==> config.mk <==
export PLATFORM = sky130hd
export DESIGN_NAME = dds_scanner
export DESIGN_NICKNAME = d
export VERILOG_FILES = /design/src/rtl/dds_in_filter.v /design/src/rtl/dds_scanner.v
export VERILOG_INCLUDE_DIRS = /design/src /design/src/rtl
export SDC_FILE = /design/constraint.sdc
export NUM_CORES = 1
export LEC_CHECK = 0
export BUFFER_PORTS_ARGS = -buffer_cell sky130_fd_sc_hd__buf_2
export CORE_MARGIN = 2
export CORE_UTILIZATION = 50
export DETAILED_ROUTE_END_ITERATION = 8
export HOLD_SLACK_MARGIN = 0.1
export PLACE_DENSITY = 0.78
export SKIP_LAST_GASP = 1
export SYNTH_ARGS = -nofsm -noshare
export SYNTH_HDL_FRONTEND = slang
export SYNTH_HIERARCHICAL = 1
export SYNTH_SLANG_ARGS = --single-unit
==> constraint.sdc <==
create_clock -name clk_sys -period 79.9 [get_ports clk_sys]
set_clock_uncertainty 0.2 [all_clocks]
set_input_delay 3.995 -clock clk_sys [delete_from_list [all_inputs] [get_ports clk_sys]]
set_output_delay 3.995 -clock clk_sys [all_outputs]
set_load 0.1 [all_outputs]
==> src/rtl/dds_defs.vh <==
`ifndef DDS_DEFS_VH
`define DDS_DEFS_VH
// Clock and time base
`define DDS_CLK_HZ 100000000
`define DDS_MS_CYC (`DDS_CLK_HZ / 1000)
// Input filter times in ms
`define DDS_FILT_DEF_MS 8'h03
`define DDS_FILT_LO_MS 32'h00000003
`define DDS_FILT_HI_MS 32'h00000004
// Steps per digit, in scans
`define DDS_DIGIT_DISPLAY_DRIVER_PHASES 2'h3
// Limits
`define DDS_MAX_DIGITS 3'h5
`define DDS_MAX_VALUE 20'h0FFFF
`define DDS_MAX_DIGIT_DISPLAY_DRIVER_INST 5'h08
`define DDS_MAX_RD_INST 5'h10
`define DDS_MAX_RELAY 13'h04FD
// Register word indexes
`define DDS_REG_CTRL 3'h0
`define DDS_REG_SRC 3'h1
`define DDS_REG_DIGITS 3'h2
`define DDS_REG_TIMING 3'h3
`define DDS_REG_INST 3'h4
`define DDS_REG_RESULT 3'h5
`define DDS_REG_STATUS 3'h6
`define DDS_REG_MAP 3'h7
// Control field positions
`define DDS_CTRL_DIGIT_DISPLAY_DRIVER_GO 0
`define DDS_CTRL_RD_GO 1
`define DDS_CTRL_SRC_TC 2
`define DDS_CTRL_DIGIT_DISPLAY_DRIVER_BIN 3
`define DDS_CTRL_LATCH_POL 4
`define DDS_CTRL_DATA_POL 5
`define DDS_CTRL_RD_BIN 6
`define DDS_CTRL_ERR_CLR 7
// Reset values
`define DDS_RST_SCAN_MS 8'h0A
`define DDS_RST_DIGITS 3'h4
`endif

==> src/rtl/dds_in_filter.v <==
`timescale 1ns/10ps
`include "dds_defs.vh"
module dds_in_filter #(
  parameter W = 4
)(
  input wire clk_sys,
  input wire rst,
  input wire [W-1:0] pin_in,
  input wire [31:0] limit,
  output reg [W-1:0] filt_out
);
  reg [W-1:0] s1_q;
  reg [W-1:0] s2_q;
  reg [W-1:0] s3_q;
  reg [31:0] cnt_q;

  // Value is accepted only after standing unchanged for the filter time
  always @(posedge clk_sys)
  begin
    if (rst)
    begin
      s1_q <= {W{1'b0}};
      s2_q <= {W{1'b0}};
      s3_q <= {W{1'b0}};
      cnt_q <= 32'h00000000;
      filt_out <= {W{1'b0}};
    end
    else
    begin
      s1_q <= pin_in;
      s2_q <= s1_q;
      s3_q <= s2_q;
      if (s2_q != s3_q)
        cnt_q <= 32'h00000000;
      else if (cnt_q < limit)
        cnt_q <= cnt_q + 32'h00000001;
      else
        filt_out <= s3_q;
    end
  end
endmodule

==> src/rtl/dds_scanner.v <==
// The implementer's own choices: the register addresses and the Avalon-MM register port.
`timescale 1ns/10ps
`include "dds_defs.vh"
// Summary of operation
// - Display uses four data plus per-digit latches
// - Three scans per digit while trigger held
// - Display coding selectable BCD or binary
// - Latch and data polarity each configurable
// - Timer/counter source shows its current value
// - Output map stays within relays 0 to 1277
// - Values up to 65535, five digits
// - At most eight display instances
// - Reader assembles value into destination register
// - Five-digit value above 65535 raises error
// - Over sixteen reader instances blocks execution
// - Reader coding selectable BCD or binary
// - Reader uses exactly four shared data inputs
// - One select output per digit, up to five
// - Read takes two scans times digits plus four
// - Filter time per input group selectable/fixed
module dds_scanner #(
  parameter [31:0] MS_CYCLES = `DDS_MS_CYC
)(
  input wire clk_sys,
  input wire rst,
  input wire [2:0] avs_address,
  input wire avs_read,
  input wire avs_write,
  input wire [31:0] avs_writedata,
  output reg [31:0] avs_readdata,
  output reg avs_waitrequest,
  input wire [15:0] tc_value,
  input wire [3:0] sw_data_in,
  output reg [3:0] digit_display_driver_data,
  output reg [4:0] digit_display_driver_latch,
  output reg [4:0] sw_select,
  output reg err_ind
);
  localparam [4:0] R_IDLE = 5'h01;
  localparam [4:0] R_PREP = 5'h02;
  localparam [4:0] R_SEL = 5'h04;
  localparam [4:0] R_SAMP = 5'h08;
  localparam [4:0] R_FIN = 5'h10;

  reg [7:0] ctrl_q;
  reg [15:0] src_q;
  reg [2:0] digit_display_driver_n_q;
  reg [2:0] rd_n_q;
  reg [7:0] scan_ms_q;
  reg [7:0] filt_ms_q;
  reg [1:0] in_grp_q;
  reg [4:0] digit_display_driver_inst_q;
  reg [4:0] rd_inst_q;
  reg [10:0] first_out_q;
  reg [15:0] result_q;
  reg exec_err_q;
  reg syn_err_q;
  reg map_err_q;
  reg rd_done_q;
  reg [31:0] scan_cnt_q;
  reg scan_tick_q;
  reg digit_display_driver_go_q;
  reg rd_go_q;
  reg [2:0] digit_display_driver_idx_q;
  reg [1:0] digit_display_driver_ph_q;
  reg [15:0] digit_display_driver_val_q;
  reg [4:0] rd_st_q;
  reg rd_sub_q;
  reg [2:0] rd_dig_q;
  reg [19:0] rd_acc_q;
  wire [3:0] sw_filt;
  wire [2:0] digit_display_driver_n;
  wire [2:0] rd_n;
  wire run_en;
  wire digit_display_driver_run;
  wire rd_run;
  wire wr_en;
  wire [31:0] scan_lim;
  reg [31:0] filt_lim;
  wire [12:0] map_top;

  ////////////////////////////////////////////////////////////////////////////
  // Helpers

  function [2:0] clamp_n;
    input [2:0] n;
    begin
      if (n == 3'h0)
        clamp_n = 3'h1;
      else if (n > `DDS_MAX_DIGITS)
        clamp_n = `DDS_MAX_DIGITS;
      else
        clamp_n = n;
    end
  endfunction

  function [3:0] digit_of;
    input [15:0] v;
    input [2:0] k;
    input bin;
    reg [15:0] q;
    reg [15:0] r;
    begin
      q = v;
      case (k)
        3'h0: q = v;
        3'h1: q = v / 16'h000A;
        3'h2: q = v / 16'h0064;
        3'h3: q = v / 16'h03E8;
        default: q = v / 16'h2710;
      endcase
      r = q % 16'h000A;
      if (bin)
        digit_of = v[{k[1:0], 2'h0} +: 4] & {4{~k[2]}};
      else
        digit_of = r[3:0];
    end
  endfunction

  function [4:0] onehot5;
    input [2:0] k;
    begin
      onehot5 = 5'h01 << k;
    end
  endfunction

  assign digit_display_driver_n = clamp_n(digit_display_driver_n_q);
  assign rd_n = clamp_n(rd_n_q);
  // Syntax or map errors keep the whole program from running
  assign run_en = ~syn_err_q & ~map_err_q;
  assign digit_display_driver_run = ctrl_q[`DDS_CTRL_DIGIT_DISPLAY_DRIVER_GO] & run_en;
  assign rd_run = ctrl_q[`DDS_CTRL_RD_GO] & run_en;
  assign wr_en = avs_write & ~avs_waitrequest;
  // Zero preset is treated as 1 ms so the scan never stalls
  assign scan_lim = ((scan_ms_q == 8'h00) ? 32'h00000001
                     : {24'h000000, scan_ms_q}) * MS_CYCLES;
  assign map_top = {2'h0, first_out_q} + 13'h0003 + {10'h000, digit_display_driver_n};

  always @*
  begin
    case (in_grp_q)
      2'h0: filt_lim = {24'h000000, filt_ms_q} * MS_CYCLES;
      2'h1: filt_lim = `DDS_FILT_LO_MS * MS_CYCLES;
      default: filt_lim = `DDS_FILT_HI_MS * MS_CYCLES;
    endcase
  end

  dds_in_filter #(
    .W(4)
  ) u_filt (
    .clk_sys(clk_sys),
    .rst(rst),
    .pin_in(sw_data_in),
    .limit(filt_lim),
    .filt_out(sw_filt)
  );

  ////////////////////////////////////////////////////////////////////////////
  // Avalon-MM slave, one wait cycle per access

  always @(posedge clk_sys)
  begin
    if (rst)
    begin
      avs_waitrequest <= 1'b1;
      avs_readdata <= 32'h00000000;
      ctrl_q <= 8'h00;
      src_q <= 16'h0000;
      digit_display_driver_n_q <= `DDS_RST_DIGITS;
      rd_n_q <= `DDS_RST_DIGITS;
      scan_ms_q <= `DDS_RST_SCAN_MS;
      filt_ms_q <= `DDS_FILT_DEF_MS;
      in_grp_q <= 2'h0;
      digit_display_driver_inst_q <= 5'h01;
      rd_inst_q <= 5'h01;
      first_out_q <= 11'h000;
    end
    else
    begin
      avs_waitrequest <= ~((avs_read | avs_write) & avs_waitrequest);
      if (avs_read & avs_waitrequest)
      begin
        case (avs_address)
          `DDS_REG_CTRL: avs_readdata <= {24'h000000, 1'b0, ctrl_q[6:0]};
          `DDS_REG_SRC: avs_readdata <= {16'h0000, src_q};
          `DDS_REG_DIGITS:
            avs_readdata <= {25'h0000000, rd_n_q, 1'b0, digit_display_driver_n_q};
          `DDS_REG_TIMING:
            avs_readdata <= {14'h0000, in_grp_q, filt_ms_q, scan_ms_q};
          `DDS_REG_INST:
            avs_readdata <= {19'h00000, rd_inst_q, 3'h0, digit_display_driver_inst_q};
          `DDS_REG_RESULT: avs_readdata <= {16'h0000, result_q};
          `DDS_REG_STATUS:
            avs_readdata <= {26'h0000000, map_err_q, rd_done_q,
                             ~rd_st_q[0], digit_display_driver_run, syn_err_q, exec_err_q};
          default: avs_readdata <= {21'h000000, first_out_q};
        endcase
      end
      if (wr_en)
      begin
        case (avs_address)
          `DDS_REG_CTRL: ctrl_q <= {1'b0, avs_writedata[6:0]};
          `DDS_REG_SRC: src_q <= avs_writedata[15:0];
          `DDS_REG_DIGITS:
          begin
            digit_display_driver_n_q <= avs_writedata[2:0];
            rd_n_q <= avs_writedata[6:4];
          end
          `DDS_REG_TIMING:
          begin
            scan_ms_q <= avs_writedata[7:0];
            filt_ms_q <= avs_writedata[15:8];
            in_grp_q <= avs_writedata[17:16];
          end
          `DDS_REG_INST:
          begin
            digit_display_driver_inst_q <= avs_writedata[4:0];
            rd_inst_q <= avs_writedata[12:8];
          end
          `DDS_REG_MAP: first_out_q <= avs_writedata[10:0];
          default: ctrl_q <= ctrl_q;
        endcase
      end
    end
  end

  ////////////////////////////////////////////////////////////////////////////
  // Scan clock and program checks

  always @(posedge clk_sys)
  begin
    if (rst)
    begin
      scan_cnt_q <= 32'h00000000;
      scan_tick_q <= 1'b0;
      syn_err_q <= 1'b0;
      map_err_q <= 1'b0;
      exec_err_q <= 1'b0;
      err_ind <= 1'b0;
    end
    else
    begin
      scan_tick_q <= 1'b0;
      if (scan_cnt_q + 32'h00000001 >= scan_lim)
      begin
        scan_cnt_q <= 32'h00000000;
        scan_tick_q <= 1'b1;
      end
      else
        scan_cnt_q <= scan_cnt_q + 32'h00000001;
      syn_err_q <= (rd_inst_q > `DDS_MAX_RD_INST) |
                   (digit_display_driver_inst_q > `DDS_MAX_DIGIT_DISPLAY_DRIVER_INST);
      map_err_q <= (map_top > `DDS_MAX_RELAY);
      // Overflow set beats a same-cycle software clear
      if (rd_st_q == R_FIN && rd_sub_q && scan_tick_q &&
          rd_n == `DDS_MAX_DIGITS && rd_acc_q > `DDS_MAX_VALUE)
        exec_err_q <= 1'b1;
      else if (wr_en && avs_address == `DDS_REG_CTRL &&
               avs_writedata[`DDS_CTRL_ERR_CLR])
        exec_err_q <= 1'b0;
      err_ind <= exec_err_q | syn_err_q;
    end
  end

  ////////////////////////////////////////////////////////////////////////////
  // Display driver

  always @(posedge clk_sys)
  begin
    if (rst)
    begin
      digit_display_driver_go_q <= 1'b0;
      digit_display_driver_idx_q <= 3'h0;
      digit_display_driver_ph_q <= 2'h0;
      digit_display_driver_val_q <= 16'h0000;
      digit_display_driver_data <= 4'h0;
      digit_display_driver_latch <= 5'h00;
    end
    else
    begin
      digit_display_driver_go_q <= digit_display_driver_run;
      if (digit_display_driver_run & ~digit_display_driver_go_q)
      begin
        digit_display_driver_idx_q <= 3'h0;
        digit_display_driver_ph_q <= 2'h0;
        digit_display_driver_val_q <= ctrl_q[`DDS_CTRL_SRC_TC] ? tc_value : src_q;
      end
      else if (digit_display_driver_run & scan_tick_q)
      begin
        if (digit_display_driver_ph_q == `DDS_DIGIT_DISPLAY_DRIVER_PHASES - 2'h1)
        begin
          digit_display_driver_ph_q <= 2'h0;
          if (digit_display_driver_idx_q + 3'h1 >= digit_display_driver_n)
          begin
            digit_display_driver_idx_q <= 3'h0;
            // Refresh picks up a live timer/counter each pass
            digit_display_driver_val_q <= ctrl_q[`DDS_CTRL_SRC_TC] ? tc_value : src_q;
          end
          else
            digit_display_driver_idx_q <= digit_display_driver_idx_q + 3'h1;
        end
        else
          digit_display_driver_ph_q <= digit_display_driver_ph_q + 2'h1;
      end
      digit_display_driver_data <= digit_of(digit_display_driver_val_q, digit_display_driver_idx_q,
                            ctrl_q[`DDS_CTRL_DIGIT_DISPLAY_DRIVER_BIN]) ^
                   {4{ctrl_q[`DDS_CTRL_DATA_POL]}};
      // Latch only in the middle scan so data is settled both sides
      digit_display_driver_latch <= ((digit_display_driver_run & digit_display_driver_go_q & digit_display_driver_ph_q == 2'h1)
                     ? onehot5(digit_display_driver_idx_q) : 5'h00) ^
                    {5{ctrl_q[`DDS_CTRL_LATCH_POL]}};
    end
  end

  ////////////////////////////////////////////////////////////////////////////
  // Switch reader

  always @(posedge clk_sys)
  begin
    if (rst)
    begin
      rd_go_q <= 1'b0;
      rd_st_q <= R_IDLE;
      rd_sub_q <= 1'b0;
      rd_dig_q <= 3'h0;
      rd_acc_q <= 20'h00000;
      rd_done_q <= 1'b0;
      result_q <= 16'h0000;
      sw_select <= 5'h00;
    end
    else
    begin
      rd_go_q <= rd_run;
      if (~rd_run)
      begin
        rd_st_q <= R_IDLE;
        sw_select <= 5'h00;
      end
      else if (~rd_go_q)
      begin
        rd_st_q <= R_PREP;
        rd_sub_q <= 1'b0;
        rd_done_q <= 1'b0;
        rd_acc_q <= 20'h00000;
      end
      else if (scan_tick_q)
      begin
        case (rd_st_q)
          R_PREP:
          begin
            rd_sub_q <= ~rd_sub_q;
            if (rd_sub_q)
            begin
              rd_st_q <= R_SEL;
              rd_dig_q <= rd_n - 3'h1;
            end
          end
          R_SEL:
          begin
            sw_select <= onehot5(rd_dig_q);
            rd_st_q <= R_SAMP;
          end
          R_SAMP:
          begin
            rd_acc_q <= (ctrl_q[`DDS_CTRL_RD_BIN]
                         ? {rd_acc_q[15:0], 4'h0}
                         : rd_acc_q * 20'h0000A) + {16'h0000, sw_filt};
            sw_select <= 5'h00;
            if (rd_dig_q == 3'h0)
            begin
              rd_st_q <= R_FIN;
              rd_sub_q <= 1'b0;
            end
            else
            begin
              rd_dig_q <= rd_dig_q - 3'h1;
              rd_st_q <= R_SEL;
            end
          end
          R_FIN:
          begin
            rd_sub_q <= ~rd_sub_q;
            if (rd_sub_q)
            begin
              rd_st_q <= R_IDLE;
              rd_done_q <= 1'b1;
              if (!(rd_n == `DDS_MAX_DIGITS && rd_acc_q > `DDS_MAX_VALUE))
                result_q <= rd_acc_q[15:0];
            end
          end
          default: rd_st_q <= rd_st_q;
        endcase
      end
    end
  end
endmodule

==> results.md, run 1 <==
Run status:
- The run finished with clean final reports.

Setup path:
- At the worst endpoint, the arrival time is 31.15 ns.
- For this design, the slowest cell found on the critical path is sky130_fd_sc_hd__a2111oi_0.
- In this design, the largest share of critical-path delay is due to compound AO/OA/AOI/OAI gates.
- By startpoint and endpoint, the worst setup path is classified as flop to flop.
- The cell seen most often among critical-path stages is sky130_fd_sc_hd__o21a_1.
- The kind of launch point of the worst setup path is a flop.
- The worst setup path is captured at a flop.
- The data required time of the critical path is approximately 80 ns.
- Of all nets on the critical path, the largest fanout is 20.
- In this design, the stage delay of the slowest critical-path cell is 0.75 ns.
- Together, buffers and inverters on the worst path number 6.

Power:
- The peak supply drop is 0.01581 mV.
- The switching part of the total power is 26.73%.
- The power share of the clock group is 44.6%.
- The design draws around 0.3 mW.
- Per report_power, the combinational group accounts for 11.8% of the total.
- The power per unit of standard cell area is 11.52 nW/um2.
- The leakage component of the power is 11.47 nW.
- Sequential cells burn 43.6% of the power.
- Internal power comes to 0.2193 mW.
- The switching power is about 0.08 mW.

Route:
- The vias after detailed routing is 22124.
- The detailed router finished its first iteration with ~1700 violations.
- The number of iterations in the first detailed-routing pass is 6.
- The wire length per cell is 16.71 um.
- For this block, the routed nets add up to 62050 um of wire.
- The via density per instance is 5.957.
- For this run, design rule violations remaining after detail routing come to 0.
- The number of nets with antenna violations after routing is 0.

Job:
- The number of max-cap violations is 0.

Global routing:
- The number of global-route vias before repair is slightly above 20000.
- The total global routing overflow is 0.
- The pin count of the biggest net entering global routing is 96.
- The global-route wire length before repair is 101700 um.
- Across every metal layer, demand over resource in global routing totals 24.24%.
- The initial antenna violation count came to 0.

Floorplanning:
- The area of the placeable core is 47850 um2.
- The effective utilization at floorplan is about half.
- The floorplan step defined a die boundary enclosing 50270 um2.
- 107 I/O pins were placed.
- The number of rows in the core area is 80.
- The die extent in y is 224.2 um.
- The die is 224.2 um wide.

Final layout:
- The count of fill cells added during filler insertion is ~4500.
- The final layout contains about 3500 nets.
- The most common library cell in the layout ignoring fill and taps is sky130_fd_sc_hd__nor2_1.
- The multi-input combinational cells in the finished layout cover a total of around 18000 um2.
- The area growth from synthesis to layout is 7.106%.
- Leaving out fill and tap cells, the most frequent cells in the layout are 315 x sky130_fd_sc_hd__nor2_1, 313 x sky130_fd_sc_hd__ha_1, 274 x sky130_fd_sc_hd__nand2_1, 255 x sky130_fd_sc_hd__dfxtp_1, 245 x sky130_fd_sc_hd__a21oi_1.
- In the final layout, the share of cells above drive strength 1 is 9.232%.
- The total area of sequential cells is just over 5000 um2.
- Once layout is complete, the utilization of the core stands at 54.27%.

Timing:
- The number of endpoints with negative hold slack in the final report is 0.
- The count of pins over their slew limit is 0.
- After routing, the total negative slack on setup checks comes to 0 ns.
- The maximum achievable frequency is 32.34 MHz.
- Setup repair after global routing left no endpoint under its margin.
- After layout, the worst path uses about two fifths of the clock period.
- In the post-route analysis, the smallest setup slack over all paths is between 40 and 50 ns.
- Setup violations remaining at the end of the flow were counted as 0.
- The slew of the pin with the lowest slew margin is approximately 1.3 ns.
- Headroom to the max-slew limit came out at 16.38%.
- The minimum clock period after layout is slightly above 30 ns.
- The worst hold margin is between 0.2 and 0.3 ns.

Clock network:
- The count of clock tree sinks is 255.
- The later pin in the worst-skew pair is clocked with a latency of 0.55 ns.
- For this design, the CTS-stage hold fixing added 0 buffers.
- Post-CTS timing repair inserted 0 buffers for setup.
- The number of instances resized during post-cts repair is 0.
- The maximum count of clock buffers along a single path is 3.
- The buffer cell driving the clock tree root is sky130_fd_sc_hd__clkbuf_16.
- The post-CTS clock slew at the launch and capture registers of the worst setup and hold paths is 0.06 ns.
- The total clock buffers created by CTS is 26.
- The clock tree from TritonCTS is built.
- CTS built an H-tree with a depth of 1.

Placed design:
- Timing analysis after detailed placement gives a worst setup slack of between 40 and 50 ns.
- The detailed placement HPWL is 46930 um.
- At the end of routability-driven placement, the weighted congestion stood at 0.9342.
- The count of input and output buffers is a little under 80.

Yosys:
- The number of warnings issued by yosys is 6.
- Synthesis handed over a netlist of 3074 instances.
- For this run, asynchronously set or reset flops after synthesis account for 0%.
- In the synthesized netlist the dominant register cell turns out to be sky130_fd_sc_hd__dfxtp_1.
- The mean cell area of the mapped netlist is 7.887 um2.
- The number of enable-type register cells in the synthesized netlist is 0.
- The area share of the leading cell type in the synthesized netlist is a little over a fifth.
- The leading area contributor after synthesis is sky130_fd_sc_hd__dfxtp_1.
- The flop and latch count out of synthesis is ~260.
- After synthesis the cells add up to 24240 um2.
- The part of the Yosys area used for sequential elements is roughly a fifth.
- The count of different cell masters after synthesis is 115.
- In the post-synthesis netlist, the biggest area contributors are sky130_fd_sc_hd__dfxtp_1 21%, sky130_fd_sc_hd__ha_1 16%, sky130_fd_sc_hd__a21oi_1 5.1%.

Worst hold path:
- The worst min-delay path category is flop to flop.
per-layer routing:
metal	wire length, um	track usage, %
met1	28070	33.62
met2	27520	39.37
met3	4641	2.938
met4	1829	7.349
met5	0	0
stage by stage:
step	instances	instance area [um2]
3_3_place_gp	3665	25030
5_1_grt	3713	25960
2_1_floorplan	3106	24360
3_5_place_dp	3665	25030
4_1_cts	3713	25960
6_report	3714	25970
worst reg2reg max path: cells and delay by family, from the launching register on:
kind                     cells  cell delay [ns]
AO/OA/AOI/OAI               73            18.35
buffers and inverters        6             0.96
flip-flops                   1             0.58
adder cells (fa/ha/maj)     14             4.76
AND/OR/NAND/NOR             20             4.16
multiplexers                 5             1.75
state kept, by name, indices dropped and copies added, names as in the netlist, 5 cells and up:
signal and flops:
avs_readdata 18, digit_display_driver_latch 5, rd_acc_q 20, result_q 16, filt_ms_q 8, digit_display_driver_inst_q 5, scan_cnt_q 32, first_out_q 11
scan_ms_q 8, src_q 16, u_filt/cnt_q 32, rd_inst_q 5, digit_display_driver_val_q 16, sw_select 5, ctrl_q 7, rd_st_q 5
kinds of logic (layout without fill, tap and decap cells):
logic type | after synthesis | in the layout | synth area share (%)
xor+xnor | 158 | 158 | 5.708
buf+inv | 363 | 355 | 6.017
other cells | 1 | 34 | 0.01547
mux | 121 | 121 | 5.584
simple gates | 1061 | 1061 | 21.30
compound gates | 775 | 775 | 21.94
flops | 255 | 255 | 21.06
fa+ha+maj | 340 | 340 | 18.38
path summary, 6_finish.rpt:
check                                                    from                            to  slack [ns]  cells past startpoint
worst min register to register               avs_readdata[16]              avs_readdata[16]        0.25                      2
worst max-delay path            digit_display_driver_idx_q[0]  digit_display_driver_data[1]       48.97                    118
worst max register to register  digit_display_driver_idx_q[0]  digit_display_driver_data[1]       48.97                    118
worst min-delay path                         avs_readdata[16]              avs_readdata[16]        0.25                      2
power groups by stage:
stage / registers, mW / logic (mW) / clock network, mW
after detailed placement: 0.133 / 0.0348 / 0
after floorplan: 0.137 / 0.0239 / 0
final: 0.131 / 0.0353 / 0.133
after global placement: 0.133 / 0.0344 / 0
after global routing: 0.131 / 0.0386 / 0.140
after CTS: 0.130 / 0.0350 / 0.136
area by class of cell:
class	count	share of cell area [%]
clock buffer	31	2.732
multi-input combinational	2488	68.65
inverter	210	3.036
tap	615	2.963
timing repair buffer	97	2.077
sequential	255	19.66
clock inverter	17	0.8769
antenna	1	0.009637
synth_stat cells, drive strengths merged, types with 11 or more instances:
master	number
o21a	46
xor2	55
o21bai	24
a31o	11
o21ai	125
ha	313
and4	12
a221oi	13
a211oi	39
nor3	88
mux2	35
nor2b	40
clkbuf	115
a21oi	246
nor4	17
o31ai	18
nand2b	32
nand2	274
and2	17
o211ai	24
or3	34
a2111oi	24
a21o	56
o22ai	12
a31oi	20
fa	27
nand3	82
or2	21
mux2i	79
a22oi	23
inv	209
xnor2	103
dfxtp	255
nand4	46
buf	38
nor2	318
and3	48
Power figures use the tool's default switching activity.
==> run 2: changes to the inputs <==
--- a/config.mk
+++ b/config.mk
@@ -6,6 +6,7 @@
 export SDC_FILE = /design/constraint.sdc
 export NUM_CORES = 1
 export LEC_CHECK = 0
+export ABC_AREA = 1
 export BUFFER_PORTS_ARGS = -buffer_cell sky130_fd_sc_hd__buf_2
 export CORE_MARGIN = 2
 export CORE_UTILIZATION = 50
==> constraint.sdc (replaced) <==
create_clock -name clk_sys -period 31.4 [get_ports clk_sys]
set_clock_uncertainty 0.2 [all_clocks]
set_input_delay 1.57 -clock clk_sys [delete_from_list [all_inputs] [get_ports clk_sys]]
set_output_delay 1.57 -clock clk_sys [all_outputs]
set_load 0.1 [all_outputs]
==> run 2 against run 1 <==
Net effect:
- sequential share of layout area up 0.77 points
- via count fell by 3.5%
- fmax rose by 10%
- core utilization is 0.58 points higher
- cell count rose by 8.4%
- total power rose to 2.9 times the previous value
- critical path type unchanged
==> results.md, run 2 <==
Timing:
- For the final routed database, the setup TNS stands at 0 ns.
- The maximum achievable frequency is 35.63 MHz.
- Setup repair after global routing left no endpoint under its margin.
- The count of pins over their slew limit is 0.
- The worst pin sits at a relative slew slack of roughly a third.
- The number of endpoints with negative hold slack in the final report is 0.
- The count of final setup violators is 0.
- Of the available clock period, the critical path in the final layout requires approximately nine tenths.
- For the pin with the worst max-slew slack, the measured transition is 1.000 ns.
- The minimum clock period after layout is 28.07 ns.

Floorplanning:
- The die outline width is 219.4 um.
- Row generation in the floorplan step produced 78 rows.
- The effective utilization at floorplan is 50.92%.
- The die is roughly 220 um tall.
- The die covers 48150 um2.
- The area of the placeable core is between 40000 and 50000 um2.
- Pin placement for this block handled 107 I/O pins.

Setup path:
- In this design, the critical path's most frequently occurring cell is sky130_fd_sc_hd__nand2_1.
- Tracing the worst setup path back leads to its startpoint at digit_display_driver_idx_q[0].
- STA classifies the critical path startpoint as a flop.
- The largest stage delay on the critical path is 0.44 ns.
- Along the worst path, the maximum fanout reaches 20.
- The total buffers and inverters traversed by the critical path is 14.
- The critical setup path kind is flop to flop.
- At the worst endpoint, the arrival time is roughly 28 ns.
- On the critical path the largest part of the delay comes from compound AO/OA/AOI/OAI gates.
- The worst setup path is captured at a flop.
- The slowest stage of the critical path belongs to the cell sky130_fd_sc_hd__dfxtp_2.
- In this run the critical register-to-register path is launched from digit_display_driver_idx_q[0].
- The data required time of the critical path is 31.68 ns.

Clock network:
- In this run the number of H-tree levels came out at 1.
- The post-CTS clock slew at the launch and capture registers of the worst setup and hold paths is 0.06 ns.
- The clock tree from TritonCTS is built.
- The number of hold buffers added after CTS was 0.
- The count of clock tree sinks is 255.
- The total clock buffers created by CTS is 27.
- The maximum count of clock buffers along a single path is 3.
- The buffer cell driving the clock tree root is sky130_fd_sc_hd__clkbuf_16.
- The clock latency reported for the late side of the worst-skew pair is around 0.56 ns.

Run status:
- The run finished with clean final reports.

Route:
- The routed layout has around 21000 vias.
- The wire length per cell is ~14 um.
- Dividing the detail-routed via count by the number of cells gives around 5.3.
- The first TritonRoute pass finished after 5 iterations.
- In this run, the number of DRC markers left after iteration 0 of detailed routing was between 1000 and 1500.
- The DRC violations left is 0.
- The total wirelength of the detailed-routed design is 55720 um.
- The number of nets with antenna violations after routing is 0.

Yosys:
- The mean cell area of the mapped netlist is 6.897 um2.
- The async set-reset flop share out of synthesis is 0%.
- In the post-synthesis netlist, the biggest area contributors are sky130_fd_sc_hd__dfxtp_1 22%, sky130_fd_sc_hd__ha_1 17%, sky130_fd_sc_hd__nand2_1 9.6%.
- The mapped netlist covers approximately 23000 um2.
- The number of warnings issued by yosys is 6.
- The number of enable-type register cells in the synthesized netlist is 0.
- The top cell type by area accounts for between 20% and 30% of the synthesized area.
- The most used flip-flop cell after synthesis is sky130_fd_sc_hd__dfxtp_1.
- The library cell with the highest instance count after synthesis is sky130_fd_sc_hd__nand2_1.
- The leading area contributor after synthesis is sky130_fd_sc_hd__dfxtp_1.
- The synthesized design contains 255 register bits.
- The part of the Yosys area used for sequential elements is a little over a fifth.
- The netlist uses 69 different library cells.
- After synthesis, the most frequently instantiated cells are 594 x sky130_fd_sc_hd__nand2_1, 498 x sky130_fd_sc_hd__inv_1, 313 x sky130_fd_sc_hd__ha_1, 283 x sky130_fd_sc_hd__nor2_1, 278 x sky130_fd_sc_hd__a21oi_1.
- The synthesized instance count is 3365.

Placed design:
- The count of input and output buffers is 78.
- Detailed placement ended at an HPWL of between 40000 and 50000 um.
- The placer congestion estimate is 0.9498.

Global routing:
- The initial antenna violation count is 10.
- The pin count of the biggest net entering global routing is 71.
- Global routing finished with a remaining overflow of 0.
- The global-route wire length before repair is 92610 um.
- The number of global-route vias before repair was 19582.
- Global routing consumed, over all layers together, 22.96% of the routing resources.

Final layout:
- Of the cells placed in the final design, the portion with a size suffix greater than 1 is 8.480%.
- The largest registers in the layout are scan_cnt_q (32), u_filt/cnt_q (32), rd_acc_q (20).
- The area growth from synthesis to layout is 7.715%.
- The most common library cell in the layout ignoring fill and taps is sky130_fd_sc_hd__nand2_1.
- The filler cells instantiated in the layout total 4360.
- In the layout the commonest cells are 590 x sky130_fd_sc_hd__nand2_1, 495 x sky130_fd_sc_hd__inv_1, 313 x sky130_fd_sc_hd__ha_1, 281 x sky130_fd_sc_hd__nor2_1, 278 x sky130_fd_sc_hd__a21oi_1.
- The number of nets in the finished design is 3800.

Power:
- VDD sags by at most around 0.054 mV.
- The power per unit of standard cell area is roughly 35 nW/um2.
- The leakage component of the power is around 12 nW.
- The total chip power is 0.8817 mW.

Worst hold path:
- The startpoint identified for the worst hold timing path is u_filt/s1_q[2].
- The tightest min-delay check is of the flop to flop type.

Job:
- The tool flagged a number of max-cap violations equal to 0.
run 2: changes by cell type after synthesis, sizes merged, moves of 43 or more:
| cell | delta |
|---|---|
| nand2 | +373 |
| o21a | -43 |
| mux2i | -79 |
| inv | +308 |
| and3 | -47 |
| o21ai | +173 |
| nand3 | +95 |
run 2: layout make-up:
| cell class | instances | area, um2 | share of cell area (%) |
|---|---|---|---|
| multi-input combinational | 2508 | 15780 | 63.12 |
| sequential | 255 | 5107 | 20.43 |
| inverter | 521 | 1963 | 7.853 |
| tap | 600 | 750.7 | 3.003 |
| clock buffer | 34 | 742.0 | 2.968 |
| timing repair buffer | 88 | 465.4 | 1.862 |
| clock inverter | 14 | 176.4 | 0.7057 |
| antenna | 6 | 15.01 | 0.06006 |
run 2: path summary, 6_finish.rpt:
| kind | to | slack [ns] | cells past startpoint |
|---|---|---|---|
| setup / recovery | digit_display_driver_data[1] | 3.33 | 201 |
| hold / removal | u_filt/s2_q[2] | 0.21 | 2 |
| setup reg to reg | digit_display_driver_data[1] | 3.33 | 201 |
| hold reg to reg | u_filt/s2_q[2] | 0.21 | 2 |
run 2: worst min-delay path, stage by stage (launching register included):
cell	delay, ns
sky130_fd_sc_hd__dfxtp_1	0.30
sky130_fd_sc_hd__inv_1	0.04
sky130_fd_sc_hd__nor2_1	0.03
run 2: cell families after synthesis:
group / Yosys count / share of synthesized area (%)
AO/OA/AOI/OAI: 728 / 17.68
XOR/XNOR: 155 / 5.909
adder cells (fa/ha/maj): 340 / 19.20
buffers and inverters: 634 / 10.74
flip-flops: 255 / 22.00
other: 1 / 0.01616
AND/OR/NAND/NOR: 1252 / 24.45
run 2: where the power goes:
| group | switching (mW) | internal [mW] | total (mW) |
|---|---|---|---|
| Combinational | 0.144 | 0.0675 | 0.211 |
| Sequential | 0.00535 | 0.330 | 0.335 |
| Clock | 0.142 | 0.194 | 0.335 |
| Total | 0.291 | 0.591 | 0.882 |
run 2: layer usage:
layer  vias to the layer above  global-route usage, %  wire [um]
met5                         -                      0         34
met4                         6                  7.005       1467
met3                        95                  2.412       2819
met2                       488                  39.09      25800
met1                      9640                  30.46      25600
li1                      11127                      -          -
run 2: metrics by stage:
| stage | utilization [%] | std cells | cell area [um2] | worst slack [ns] | hold slack [ns] |
|---|---|---|---|---|---|
| after global routing | 54.84 | 4024 | 24990 | 0.08852 | 0.2187 |
| after floorplan | - | 3397 | 23330 | 4.982 | 0.1883 |
| after CTS | 54.68 | 4018 | 24920 | 1.697 | 0.2044 |
| after detailed placement | 52.66 | 3970 | 24000 | 1.908 | 0.1967 |
| final | 54.85 | 4026 | 25000 | 3.331 | 0.2070 |
| after global placement | 52.66 | 3970 | 24000 | 2.433 | 0.1905 |
run 2: what timing repair did:
action,in CTS,in global routing
buffers inserted,0,2
endpoints found under the setup margin,0,4
resized for setup,0,15
